### src/design/rsap_pkg.sv
// rsap_pkg: register map, field layout, reset values and frame counts of the rx alarm bank
package rsap_pkg;
  // register bus geometry
  localparam int ADDR_W = 8;
  localparam int DATA_W = 16;
  // register offsets
  localparam logic [7:0] OFS_MUX_CFG = 8'h90; // rx_mux_section_config
  localparam logic [7:0] OFS_PROT_BYTES = 8'h9C; // filtered_protection_bytes, k2 high k1 low
  localparam logic [7:0] OFS_MUX_STATUS = 8'hA0; // mux_section_status
  localparam logic [7:0] OFS_EVENT_LATCH = 8'hD0; // regen_event_latch, clears on read
  localparam logic [7:0] OFS_IRQ_MASK = 8'hD4; // rx_regen_interrupt_mask
  localparam logic [7:0] OFS_LIVE_STATUS = 8'hD8; // rx_regen_live_status
  localparam logic [7:0] OFS_EVENT_CLEAR = 8'hDC; // write-one-to-clear for the event latch
  // regenerator section bit positions
  localparam int BIT_FRAME_SLIP = 0;
  localparam int BIT_FRAME_LOSS = 1;
  localparam int BIT_CLOCK_LOCK = 2;
  localparam int BIT_SIGNAL_LOSS = 3;
  localparam int BIT_TRACE_CRC = 4;
  localparam int BIT_TRACE_MISMATCH = 5;
  localparam int BIT_TRACE_UNSETTLED = 6;
  localparam int BIT_PARITY_WRAP = 8;
  localparam int BIT_SLIP_WRAP = 9;
  // writable / readable masks of each register
  localparam logic [15:0] REGEN_USED = 16'h037F; // bits 9, 8, 6..0
  localparam logic [15:0] LIVE_USED = 16'h007F; // bits 6..0
  localparam logic [15:0] MUX_CFG_USED = 16'h2400; // bits 13 and 10
  // multiplexer section configuration and status fields
  localparam int BIT_FILTER_MODE = 13;
  localparam int BIT_PERSIST_SEL = 10;
  localparam int BIT_MS_ALARM = 0;
  // reset values
  localparam logic [15:0] RST_MUX_CFG = 16'h0400;
  localparam logic [15:0] RST_IRQ_MASK = 16'h0000;
  // frame persistence counts and the k2 alarm code
  localparam int PROT_STABLE_FRAMES = 3;
  localparam int MS_ALARM_SHORT = 3;
  localparam int MS_ALARM_LONG = 5;
  localparam logic [2:0] K2_AIS_CODE = 3'h7;
endpackage

### src/design/rsap_byte_filter.sv
// rsap_byte_filter: accepts a value once it has been identical for a number of frames
`timescale 1ns/1ns
`default_nettype none
module rsap_byte_filter #(
  parameter int WIDTH = 8,
  parameter int FRAMES = 3
) (
  input wire logic sys_clk,
  input wire logic arst_n,
  input wire logic frame_tick,
  input wire logic [WIDTH-1:0] value_in,
  output logic accept,
  output logic [WIDTH-1:0] accepted_value
);
  // candidate value and run length of identical frames
  logic [WIDTH-1:0] cand;
  logic [3:0] run;
  wire logic same = (value_in == cand);
  wire logic [3:0] run_inc = (run == 4'hF) ? run : run + 4'h1;
  wire logic reached = same && (run_inc >= 4'(FRAMES));

  // count identical frames, restart the run on any difference
  always_ff @(posedge sys_clk or negedge arst_n) begin
    if (!arst_n) begin
      cand <= '0;
      run <= 4'h0;
      accept <= 1'b0;
      accepted_value <= '0;
    end else begin
      accept <= 1'b0;
      if (frame_tick) begin
        cand <= value_in;
        // a new value counts as the first frame of its run
        run <= same ? run_inc : 4'h1;
        if (reached) begin
          accept <= 1'b1;
          accepted_value <= cand;
        end
      end
    end
  end
endmodule
`default_nettype wire

### src/design/rsap_alarm_integ.sv
// rsap_alarm_integ: alarm that follows its input after a persistence of N frames
`timescale 1ns/1ns
`default_nettype none
module rsap_alarm_integ (
  input wire logic sys_clk,
  input wire logic arst_n,
  input wire logic frame_tick,
  input wire logic long_sel,
  input wire logic raw,
  output logic alarm
);
  // frames in a row that disagree with the present alarm state
  logic [2:0] run;
  wire logic [2:0] need = long_sel ? 3'(rsap_pkg::MS_ALARM_LONG) : 3'(rsap_pkg::MS_ALARM_SHORT);
  wire logic [2:0] run_inc = run + 3'h1;

  // set or clear only after the selected number of consecutive frames
  always_ff @(posedge sys_clk or negedge arst_n) begin
    if (!arst_n) begin
      run <= 3'h0;
      alarm <= 1'b0;
    end else if (frame_tick) begin
      if (raw == alarm) begin
        run <= 3'h0;
      end else if (run_inc >= need) begin
        alarm <= raw;
        run <= 3'h0;
      end else begin
        run <= run_inc;
      end
    end
  end
endmodule
`default_nettype wire

### src/design/rsap_regs.sv
// rsap_regs: rx regenerator section alarm registers and protection byte filtering
//
// Added by the designer: the plain strobed port.
`timescale 1ns/1ns
`default_nettype none
module rsap_regs (
  input wire logic sys_clk,
  input wire logic arst_n,
  // register port
  input wire logic [rsap_pkg::ADDR_W-1:0] reg_addr,
  input wire logic [rsap_pkg::DATA_W-1:0] reg_wdata,
  input wire logic reg_wr,
  input wire logic reg_rd,
  output logic [rsap_pkg::DATA_W-1:0] reg_rdata,
  // raw regenerator section conditions from the detectors
  input wire logic trace_unsettled_in,
  input wire logic trace_mismatch_in,
  input wire logic trace_crc_in,
  input wire logic trace_16byte_mode,
  input wire logic signal_loss_in,
  input wire logic ext_sync_loss_input,
  input wire logic frame_loss_in,
  input wire logic framing_slip_in,
  input wire logic parity_counter_wrap,
  input wire logic frame_slip_counter_wrap,
  // receive frame timing and protection bytes
  input wire logic frame_tick,
  input wire logic [7:0] k1_in,
  input wire logic [7:0] k2_in,
  // results
  output logic [7:0] k1_filtered,
  output logic [7:0] k2_filtered,
  output logic ms_alarm_state,
  output logic irq
);

  // ---------------------------------------------------------------
  // register storage
  // ---------------------------------------------------------------
  // multiplexer section configuration, only bits 13 and 10 are kept
  logic [15:0] rx_mux_section_config;
  // interrupt mask, one enable per event bit
  logic [15:0] rx_regen_interrupt_mask;
  // registered copy of the live conditions
  logic [15:0] rx_regen_live_status;
  // sticky change events
  logic [15:0] regen_event_latch;
  // stored protection bytes
  logic [15:0] filtered_protection_bytes;

  // ---------------------------------------------------------------
  // address decode
  // ---------------------------------------------------------------
  // write strobes per register
  wire logic wr_mux_cfg = reg_wr && (reg_addr == rsap_pkg::OFS_MUX_CFG);
  wire logic wr_irq_mask = reg_wr && (reg_addr == rsap_pkg::OFS_IRQ_MASK);
  wire logic wr_event_clear = reg_wr && (reg_addr == rsap_pkg::OFS_EVENT_CLEAR);
  // read of the event latch clears it
  wire logic rd_event_latch = reg_rd && (reg_addr == rsap_pkg::OFS_EVENT_LATCH);

  // config fields steering the filters
  wire logic protection_filter_mode = rx_mux_section_config[rsap_pkg::BIT_FILTER_MODE];
  wire logic ms_alarm_persistence_sel = rx_mux_section_config[rsap_pkg::BIT_PERSIST_SEL];

  // ---------------------------------------------------------------
  // live status assembly
  // ---------------------------------------------------------------
  // crc7 check only means something with the 16-byte trace format
  wire logic trace_crc_state = trace_crc_in && trace_16byte_mode;
  // next live status word, unused positions held at zero
  logic [15:0] next_live;

  // place each condition at its bit position
  always_comb begin
    next_live = 16'h0000;
    next_live[rsap_pkg::BIT_TRACE_UNSETTLED] = trace_unsettled_in;
    next_live[rsap_pkg::BIT_TRACE_MISMATCH] = trace_mismatch_in;
    next_live[rsap_pkg::BIT_TRACE_CRC] = trace_crc_state;
    next_live[rsap_pkg::BIT_SIGNAL_LOSS] = signal_loss_in;
    next_live[rsap_pkg::BIT_CLOCK_LOCK] = ext_sync_loss_input;
    next_live[rsap_pkg::BIT_FRAME_LOSS] = frame_loss_in;
    next_live[rsap_pkg::BIT_FRAME_SLIP] = framing_slip_in;
  end

  // status tracks the inputs one cycle late
  always_ff @(posedge sys_clk or negedge arst_n) begin
    if (!arst_n) begin
      rx_regen_live_status <= 16'h0000;
    end else begin
      rx_regen_live_status <= next_live;
    end
  end

  // ---------------------------------------------------------------
  // change events
  // ---------------------------------------------------------------
  // a change of any live bit, plus the counter wrap pulses
  logic [15:0] event_set;

  // collect the set terms of the event latch
  always_comb begin
    event_set = (next_live ^ rx_regen_live_status) & rsap_pkg::LIVE_USED;
    event_set[rsap_pkg::BIT_PARITY_WRAP] = parity_counter_wrap;
    event_set[rsap_pkg::BIT_SLIP_WRAP] = frame_slip_counter_wrap;
  end

  // clear terms: a read of the latch or a write-one-to-clear
  wire logic [15:0] event_clear = ({16{rd_event_latch}} |
                                   ({16{wr_event_clear}} & reg_wdata));
  // set wins over clear so an event in the clearing cycle survives
  wire logic [15:0] next_event = ((regen_event_latch & ~event_clear) | event_set) &
                                 rsap_pkg::REGEN_USED;

  // sticky event latch
  always_ff @(posedge sys_clk or negedge arst_n) begin
    if (!arst_n) begin
      regen_event_latch <= 16'h0000;
    end else begin
      regen_event_latch <= next_event;
    end
  end

  // ---------------------------------------------------------------
  // software writable registers
  // ---------------------------------------------------------------
  // mask and configuration keep only their used bits
  always_ff @(posedge sys_clk or negedge arst_n) begin
    if (!arst_n) begin
      rx_regen_interrupt_mask <= rsap_pkg::RST_IRQ_MASK;
      rx_mux_section_config <= rsap_pkg::RST_MUX_CFG;
    end else begin
      if (wr_irq_mask) begin
        rx_regen_interrupt_mask <= reg_wdata & rsap_pkg::REGEN_USED;
      end
      if (wr_mux_cfg) begin
        rx_mux_section_config <= reg_wdata & rsap_pkg::MUX_CFG_USED;
      end
    end
  end

  // ---------------------------------------------------------------
  // interrupt output
  // ---------------------------------------------------------------
  // any enabled event bit, taken from the next latch value so the
  // output lines up with the latch register
  wire logic [15:0] next_mask = wr_irq_mask ? (reg_wdata & rsap_pkg::REGEN_USED) :
                                rx_regen_interrupt_mask;
  wire logic next_irq = |(next_event & next_mask);

  // level interrupt register
  always_ff @(posedge sys_clk or negedge arst_n) begin
    if (!arst_n) begin
      irq <= 1'b0;
    end else begin
      irq <= next_irq;
    end
  end

  // ---------------------------------------------------------------
  // protection byte filtering
  // ---------------------------------------------------------------
  // separate filters for each byte
  logic k1_accept;
  logic [7:0] k1_value;
  logic k2_accept;
  logic [7:0] k2_value;
  // joint filter for the pair
  logic pair_accept;
  logic [15:0] pair_value;

  // k1 alone
  rsap_byte_filter #(
    .WIDTH(8),
    .FRAMES(rsap_pkg::PROT_STABLE_FRAMES)
  ) u_k1_filter (
    .sys_clk(sys_clk),
    .arst_n(arst_n),
    .frame_tick(frame_tick),
    .value_in(k1_in),
    .accept(k1_accept),
    .accepted_value(k1_value)
  );

  // k2 alone
  rsap_byte_filter #(
    .WIDTH(8),
    .FRAMES(rsap_pkg::PROT_STABLE_FRAMES)
  ) u_k2_filter (
    .sys_clk(sys_clk),
    .arst_n(arst_n),
    .frame_tick(frame_tick),
    .value_in(k2_in),
    .accept(k2_accept),
    .accepted_value(k2_value)
  );

  // both bytes as one value
  rsap_byte_filter #(
    .WIDTH(16),
    .FRAMES(rsap_pkg::PROT_STABLE_FRAMES)
  ) u_pair_filter (
    .sys_clk(sys_clk),
    .arst_n(arst_n),
    .frame_tick(frame_tick),
    .value_in({k2_in, k1_in}),
    .accept(pair_accept),
    .accepted_value(pair_value)
  );

  // next stored pair, chosen by the filter mode
  logic [15:0] next_prot;

  // joint mode moves both bytes at once, else each byte on its own
  always_comb begin
    next_prot = filtered_protection_bytes;
    if (protection_filter_mode) begin
      if (pair_accept) begin
        next_prot = pair_value;
      end
    end else begin
      if (k1_accept) begin
        next_prot[7:0] = k1_value;
      end
      if (k2_accept) begin
        next_prot[15:8] = k2_value;
      end
    end
  end

  // stored protection bytes
  always_ff @(posedge sys_clk or negedge arst_n) begin
    if (!arst_n) begin
      filtered_protection_bytes <= 16'h0000;
      k1_filtered <= 8'h00;
      k2_filtered <= 8'h00;
    end else begin
      filtered_protection_bytes <= next_prot;
      k1_filtered <= next_prot[7:0];
      k2_filtered <= next_prot[15:8];
    end
  end

  // ---------------------------------------------------------------
  // multiplexer section alarm from the k2 rdi bits
  // ---------------------------------------------------------------
  // k2 bits 2..0 carry the rdi / ais code
  wire logic k2_ais_code = (k2_in[2:0] == rsap_pkg::K2_AIS_CODE);
  logic ms_alarm;

  // persistence of 5 frames when selected, else 3
  rsap_alarm_integ u_ms_alarm (
    .sys_clk(sys_clk),
    .arst_n(arst_n),
    .frame_tick(frame_tick),
    .long_sel(ms_alarm_persistence_sel),
    .raw(k2_ais_code),
    .alarm(ms_alarm)
  );

  // alarm output register
  always_ff @(posedge sys_clk or negedge arst_n) begin
    if (!arst_n) begin
      ms_alarm_state <= 1'b0;
    end else begin
      ms_alarm_state <= ms_alarm;
    end
  end

  // ---------------------------------------------------------------
  // read path
  // ---------------------------------------------------------------
  // selected read word, unmapped offsets answer zero
  logic [15:0] next_rdata;

  // read multiplexer
  always_comb begin
    next_rdata = 16'h0000;
    if (reg_rd) begin
      unique case (reg_addr)
        rsap_pkg::OFS_MUX_CFG: next_rdata = rx_mux_section_config;
        rsap_pkg::OFS_PROT_BYTES: next_rdata = filtered_protection_bytes;
        rsap_pkg::OFS_MUX_STATUS: next_rdata[rsap_pkg::BIT_MS_ALARM] = ms_alarm_state;
        rsap_pkg::OFS_EVENT_LATCH: next_rdata = regen_event_latch;
        rsap_pkg::OFS_IRQ_MASK: next_rdata = rx_regen_interrupt_mask;
        rsap_pkg::OFS_LIVE_STATUS: next_rdata = rx_regen_live_status;
        default: next_rdata = 16'h0000;
      endcase
    end
  end

  // read data stand in the cycle after the strobe only
  always_ff @(posedge sys_clk or negedge arst_n) begin
    if (!arst_n) begin
      reg_rdata <= 16'h0000;
    end else begin
      reg_rdata <= next_rdata;
    end
  end

endmodule
`default_nettype wire

### config.mk
export PLATFORM = sky130hd
export DESIGN_NAME = rsap_regs
export DESIGN_NICKNAME = d
export VERILOG_FILES = /design/src/design/rsap_pkg.sv /design/src/design/rsap_byte_filter.sv /design/src/design/rsap_alarm_integ.sv /design/src/design/rsap_regs.sv
export SDC_FILE = /design/constraint.sdc
export NUM_CORES = 1
export LEC_CHECK = 0
export ABC_AREA = 1
export BUFFER_PORTS_ARGS = -buffer_cell sky130_fd_sc_hd__buf_2
export CAP_MARGIN = 15
export CORE_MARGIN = 5
export CORE_UTILIZATION = 40
export CTS_CLUSTER_DIAMETER = 150
export CTS_CLUSTER_SIZE = 24
export DETAILED_ROUTE_END_ITERATION = 8
export PLACE_DENSITY = 0.67
export SLEW_MARGIN = 5
export SYNTH_ARGS = -nofsm -noshare
export SYNTH_HDL_FRONTEND = slang
export SYNTH_SLANG_ARGS = --single-unit
### constraint.sdc
create_clock -name sys_clk -period 1.9 [get_ports sys_clk]
set_input_delay 0.095 -clock sys_clk [delete_from_list [all_inputs] [get_ports sys_clk]]
set_output_delay 0.095 -clock sys_clk [all_outputs]
set_load 0.05 [all_outputs]
Yosys cells after proc, flatten, opt, wreduce, memory -nomap -nowiden
Cells that the tools add are included.
{"block": "word_totals", "regBits": 167, "input_bits": 55, "elab_cells": 91}
{"block": "classes", "add_sub_neg": 4, "order_cmp": 4, "eq_ne": 15, "mux": 23, "n_bitwise": 8, "reduce_logical": 13}
{"op": "case mux 15 bit (5 select lines)", "count": 1}
{"op": "two-way mux 16 bit", "count": 4}
{"op": "== test 8 bit (second input constant)", "count": 7}
{"op": "two-way mux 4 bit", "count": 6}
{"op": "AND 10 bit", "count": 2}
{"op": "OR 10 bit", "count": 2}
{"op": "AND 10 x 16 -> 16 bit", "count": 1}
{"op": "== test 16 bit", "count": 1}
{"op": "== test 8 bit", "count": 2}
{"op": "two-way mux 8 bit", "count": 2}
{"op": "OR reduction 16 bit", "count": 1}
{"op": "adder 4 x 1 -> 4 bit (second input constant)", "count": 3}
{"op": "== test 4 bit (second input constant)", "count": 3}
{"op": "greater-or-equal comparator 4 x 2 -> 1 bit (second input constant)", "count": 3}
{"op": "NOT 10 bit", "count": 1}
{"op": "two-way mux 3 bit", "count": 3}
{"op": "logical AND 1 bit", "count": 8}
{"op": "XOR 7 bit", "count": 1}
{"op": "two-way mux 1 bit", "count": 6}
{"op": "AND reduction 2 bit", "count": 3}
{"op": "case mux 1 bit (5 select lines)", "count": 1}
{"op": "adder 3 x 1 -> 3 bit (second input constant)", "count": 1}
{"op": "== test 3 bit (second input constant)", "count": 1}
{"op": "greater-or-equal comparator 3 bit", "count": 1}
{"op": "3 further kinds", "count": 3}

Depth between registers and ports, before layout
{"block": "depth", "depth_word": 9, "depth_mapped": 12}

By module
Synthesis repeated with hierarchy kept, for this count alone.
{"block": "unflattened", "hier_cells": 915, "hier_area_um2": 7193.1}
{"mod": "rsap_regs", "instances": 1, "cells_per_inst": 333, "area_each_um2": 2832.7, "seq_area_each_um2": 1527.7}
{"mod": "rsap_byte_filter (u_k1_filter ...)", "instances": 2, "cells_per_inst": 140, "area_each_um2": 1088.5, "seq_area_each_um2": 525.5}
{"mod": "rsap_byte_filter (u_pair_filter)", "instances": 1, "cells_per_inst": 265, "area_each_um2": 1920.6, "seq_area_each_um2": 925.9}
{"mod": "rsap_alarm_integ", "instances": 1, "cells_per_inst": 37, "area_each_um2": 262.8, "seq_area_each_um2": 100.1}

Worst setup path after synthesis
OpenSTA, ideal clock, no wires.
{"block": "synth_path", "kind": "register to register", "from": "reg u_ms_alarm.run[0]", "to": "reg u_ms_alarm.run[0]", "t_arrival_ps": 1587, "required_ps": 1817, "slack_ps": 231, "path_stages_with_launch": 10, "synth_period_minus_slack_ps": 1669, "cell_sequence": "dfrtp_1 -> ha_1 -> xnor2_1 -> inv_1 -> ha_1 -> a21oi_1 -> nand2_1 -> nor2_1 -> nand2_1 -> o21ai_0"}
{"block": "synth_via", "elab_chain_len": 4}
{"element": "start: declaration", "line_no": "rsap_alarm_integ.sv:13", "text": "logic [2:0] run;"}
{"element": "start signal: assignment", "line_no": "rsap_alarm_integ.sv:29", "text": "run <= run_inc;"}
{"element": "adder 3 x 1 -> 3 bit (*)", "line_no": "rsap_alarm_integ.sv:15", "text": "wire logic [2:0] run_inc = run + 3'h1;"}
{"element": "greater-or-equal comparator 3 bit", "line_no": "rsap_alarm_integ.sv:25", "text": "end else if (run_inc >= need) begin"}
{"element": "two-way mux 3 bit (*)", "line_no": "rsap_alarm_integ.sv:25"}
{"element": "two-way mux 3 bit (*)", "line_no": "rsap_alarm_integ.sv:23", "text": "if (raw == alarm) begin"}
Mark *: on every way between the ends. The rest lies on a longest branch, timed or not.
A chain may end at the register's enable or synchronous reset.

Worst setup path in the final report
{"block": "layout_path", "from": "reg u_k1_filter.run[0]", "to": "reg u_k1_filter.accepted_value[4]"}
{"block": "layout_via", "elab_chain_len": 5, "word_cells_on_any_way": 6}
{"element": "start: declaration", "line_no": "rsap_byte_filter.sv:17", "text": "logic [3:0] run;"}
{"element": "start signal: assignment", "line_no": "rsap_byte_filter.sv:34", "text": "run <= same ? run_inc : 4'h1;"}
{"element": "adder 4 x 1 -> 4 bit / == test 4 bit (equally long branches)", "line_no": "rsap_byte_filter.sv:19", "text": "wire logic [3:0] run_inc = (run == 4'hF) ? run : run + 4'h1;"}
{"element": "two-way mux 4 bit (*)", "line_no": "rsap_byte_filter.sv:19"}
{"element": "greater-or-equal comparator 4 x 2 -> 1 bit (*)", "line_no": "rsap_byte_filter.sv:20", "text": "wire logic reached = same && (run_inc >= 4'(FRAMES));"}
{"element": "logical AND 1 bit (*)", "line_no": "rsap_byte_filter.sv:20"}
{"element": "AND reduction 2 bit (no source line) (*)"}
{"element": "end signal: assignment", "line_no": "rsap_byte_filter.sv:37", "text": "accepted_value <= cand;"}
{"element": "end: declaration", "line_no": "rsap_byte_filter.sv:13", "text": "output logic [WIDTH-1:0] accepted_value"}
Marks and branches as above.

==> impl_metrics.py <==
metrics = {
    "drt": {
        "ant_nets": 0,
        "wl_per_cell_um": 13.7,
        "drc": 0,
        "wirelength_mm": 13.8,
        "vias": 4782,
        "drt_iter0_markers": 351,
        "dr.pass1.iters": 5,
        "via_per_inst": 4.75,
    },
    "clock_tree": {
        "cts_num_sinks": 128,
        "cts-root-buf": "clkbuf_16",
        "cts_tree": "done",
        "insertion_delay_ns": 0.42,
        "clkTransAtPathRegs_ns": 0.06,
        "clockBufferDepth": 2,
        "cts_inserted_buffers": 17,
        "htree_levels": 4,
    },
    "global_routing": {
        "antenna_found_initial": 0,
        "grt_pass1_vias": 4709,
        "grt_pass1_wl_mm": 23.4,
        "grt.total_usage_pct": 16.5,
        "grt_max_degree": 67,
        "grt.overflow.total": 0,
    },
    "placement": {
        "hpwl_mm": 9.59,
        "post-place-cells": 932,
        "placement.cell_area_sq_um": 6610,
        "port_buffers": 83,
        "globalplace.congestion": 0.890,
        "place_ws_ns": 0.0604,
    },
    "power": {
        "power_mw": 6.78,
        "p_leak_nw": 3.90,
        "peakVddDrop_uv": 595,
        "p_per_area_nw_per_um2": 887,
    },
    "yosys": {
        "syn-cell-area_sq_um": 5980,
        "postSynthRegisterBits": 128,
        "syn_nets": 736,
        "synth.distinct_cells": 42,
        "synth_area_per_cell_sq_um": 8.86,
        "ys_warn_count": 0,
        "synthCells": 675,
        "ys_seq_area_share_pct": 53.6,
    },
    "layout": {
        "areaGrowthSynthToFinish_pct": 27.8,
        "finalNonFillerCells": 1006,
        "n_fill_cell": 1320,
        "nets": 870,
        "finalInstanceArea_sq_um": 7650,
        "antenna_cells": 0,
        "multi_input_comb_area_sq_um": 2380,
        "drive_gt1_share_pct": 22.5,
        "regArea_sq_um": 3200,
        "fin_util_pct": 52.4,
    },
    "floorplan": {
        "die_x_um": 132,
        "dieArea_sq_um": 17500,
        "core_sq_um": 14600,
        "num_rows": 44,
        "io_pins": 89,
        "start_util_pct": 41.0,
        "die_height_um": 132,
    },
    "timing": {
        "finalWorstSetupSlack_ns": 0.142,
        "fin_crit_sh_pct": 92.5,
        "max_freq_mhz": 569,
        "skew_ns": 0.00843,
        "max_slew.worst_pin.slew_ns": 0.556,
        "maxSlewViolCount": 0,
        "setup_viol": 0,
        "min_period_ns": 1.76,
        "rsz0062_at_grt": "yes",
        "hold_viol": 0,
        "maxSlewHeadroom_pct": 62.9,
    },
    "run_status": {
        "outcome": "finished clean",
    },
    "critical_path": {
        "critPathLaunchType": "register",
        "critPathCaptureType": "register",
        "worstPathMaxFanout": 17,
        "r2r-start": "u_k1_filter.run[0]",
        "critPathLaunch": "u_k1_filter.run[0]",
        "required_ns": 2.20,
        "worst_ep_arrival_time_ns": 2.06,
        "critical_path_class": "register to register",
    },
    "job": {
        "maxCapViolations": 0,
    },
    "worst_hold_path": {
        "min_path_type": "primary input to register",
        "hp-start": "trace_crc_in",
    },
}
[kinds of logic after synthesis]
kind of cell	count (synthesis)	share of synthesized area, %
buffers and inverters	101	7.28
DFF	128	53.6
and+or+nand+nor	314	23.5
adders and majority gates	6	1.25
AOI/OAI and AO/OA	104	11.2
xor gates and xnor gates	22	3.22
[through the flow]
step	TNS, ns	hold slack [ns]
CTS	0	0.0706
global route	-0.0668	0.117
global placement	0	0.140
finish	0	0.0955
detailed placement	0	0.139
floorplan	0	-0.201
[power breakdown]
| part | switching, mW | leakage, nW | internal [mW] |
|---|---|---|---|
| combinational | 0.431 | 1.96 | 0.305 |
| sequential | 0.0739 | 1.66 | 2.84 |
| clock | 1.15 | 0.275 | 1.99 |
| total | 1.65 | 3.90 | 5.13 |
[metal layers]
metal | vias to the layer above | GRT usage [%] | share of wire, %
met1 | 2180 | 22.5 | 48
li1 | 2445 | - | -
met2 | 136 | 25.0 | 44
met3 | 21 | 5.65 | 5.9
met4 | 0 | 5.03 | 1.6
met5 | - | 0 | 0
[cells in the final DEF (no fill, tap or decap), types with 2 or more instances in the layout]
cell type      synthesis  layout
or2_1                  2       2
or2_2                  4       4
xor2_1                 4       4
nand4_1                7       7
buf_2                  3      82
dlygate4sd3_1          0      40
o21ai_0               36      35
ha_2                   0       2
a31oi_1                5       5
ha_1                   6       4
inv_2                  6       6
nand2_2                5       4
clkinv_2               0       4
nor2_1                32      31
clkbuf_16              0      18
nand2_1              183     182
buf_4                  2       9
nand2_4                0       2
buf_12                 0       3
nand3_2                3       3
nand3_1               68      68
nand3_4                2       2
o21bai_1               2       2
xnor2_2                0       2
inv_1                 73      73
nor2_2                 2       3
clkinv_1               2       2
o21a_1                 2       2
dfrtp_1              127     127
clkbuf_8               0       2
clkbuf_1               9       6
xnor2_1               18      16
o21ai_1               15      16
o21ai_2               30      30
a21oi_1                7       6
bufinv_16              0       2
[registers in the layout, indices dropped and copies added, names as in the netlist]
| name | count |
|---|---|
| rx_regen_live_status | 7 |
| u_k2_filter.accepted_value | 8 |
| u_k1_filter.run | 4 |
| u_k2_filter.run | 4 |
| rx_mux_section_config | 2 |
| u_k1_filter.accept | 1 |
| u_k1_filter.cand | 7 |
| u_pair_filter.run | 4 |
| u_pair_filter.accept | 1 |
| u_pair_filter.cand | 1 |
| regen_event_latch | 9 |
| filtered_protection_bytes | 16 |
| rx_regen_interrupt_mask | 9 |
| u_ms_alarm.run | 3 |
| reg_rdata | 16 |
| u_ms_alarm.alarm | 1 |
| u_k2_filter.cand | 8 |
| u_pair_filter.accepted_value | 16 |
| irq | 1 |
| u_k2_filter.accept | 1 |
| u_k1_filter.accepted_value | 8 |
| ms_alarm_state | 1 |
[cell type report]
| class | instances | share of cell area (%) |
|---|---|---|
| Clock buffer | 25 | 6.22 |
| Clock inverter | 7 | 1.15 |
| Inverter | 81 | 3.98 |
| Multi-Input combinational cell | 446 | 31.2 |
| Sequential cell | 128 | 41.9 |
| Tap cell | 184 | 3.01 |
| Timing Repair Buffer | 135 | 12.6 |
[worst max-delay path, stage by stage (launching register included)]
cell and delay [ns]:
dfrtp_1 0.41, ha_1 0.25, nand3_2 0.13, xor2_1 0.16, inv_1 0.07, o211ai_1 0.24, nand2_4 0.19, nand2_1 0.13
o21ai_2 0.05
[repair_timing]
item	4_1_cts	5_1_grt
gates resized for setup	0	10
hold endpoints to repair	171	0
setup buffers	0	1
hold buffers	40	0
endpoints found under the setup margin	0	32
[final timing paths]
| kind | to | slack, ns | cells past startpoint |
|---|---|---|---|
| max | u_k1_filter.accepted_value[4] | 0.14 | 8 |
| min | regen_event_latch[4] | 0.1 | 4 |
| max reg2reg | u_k1_filter.accepted_value[4] | 0.14 | 8 |
| min reg2reg | ms_alarm_state | 0.45 | 0 |
| max in group asynchronous | rx_mux_section_config[10] | 1.34 | 3 |
| min in group asynchronous | rx_regen_live_status[1] | 0.22 | 3 |
[cell usage after synthesis (all sizes together)]
cell    instances  area share (%)
xnor2          18             2.6
o211ai          1            0.13
nand2         188              12
o21bai          2            0.25
o21a            2            0.25
ha              6             1.3
dfrtp         127              53
o31ai           1            0.13
dfstp           1            0.44
nor3            1            0.27
clkbuf          9            0.56
nand3          73             6.8
or2             7            0.73
inv            79             5.0
a22o            1            0.15
a31oi           5            0.52
a22oi           1            0.13
clkinv          2            0.13
nand3b          1            0.13
buf            11             1.6
nor2           36             2.7
o21ai          81             8.7
and2            1            0.10
a21oi           7            0.59
a32o            1            0.17
nand4           7            0.73
o22ai           1            0.10
xor2            4            0.59
a31o            1            0.15
No activity file was read; power rests on OpenSTA's default activity.
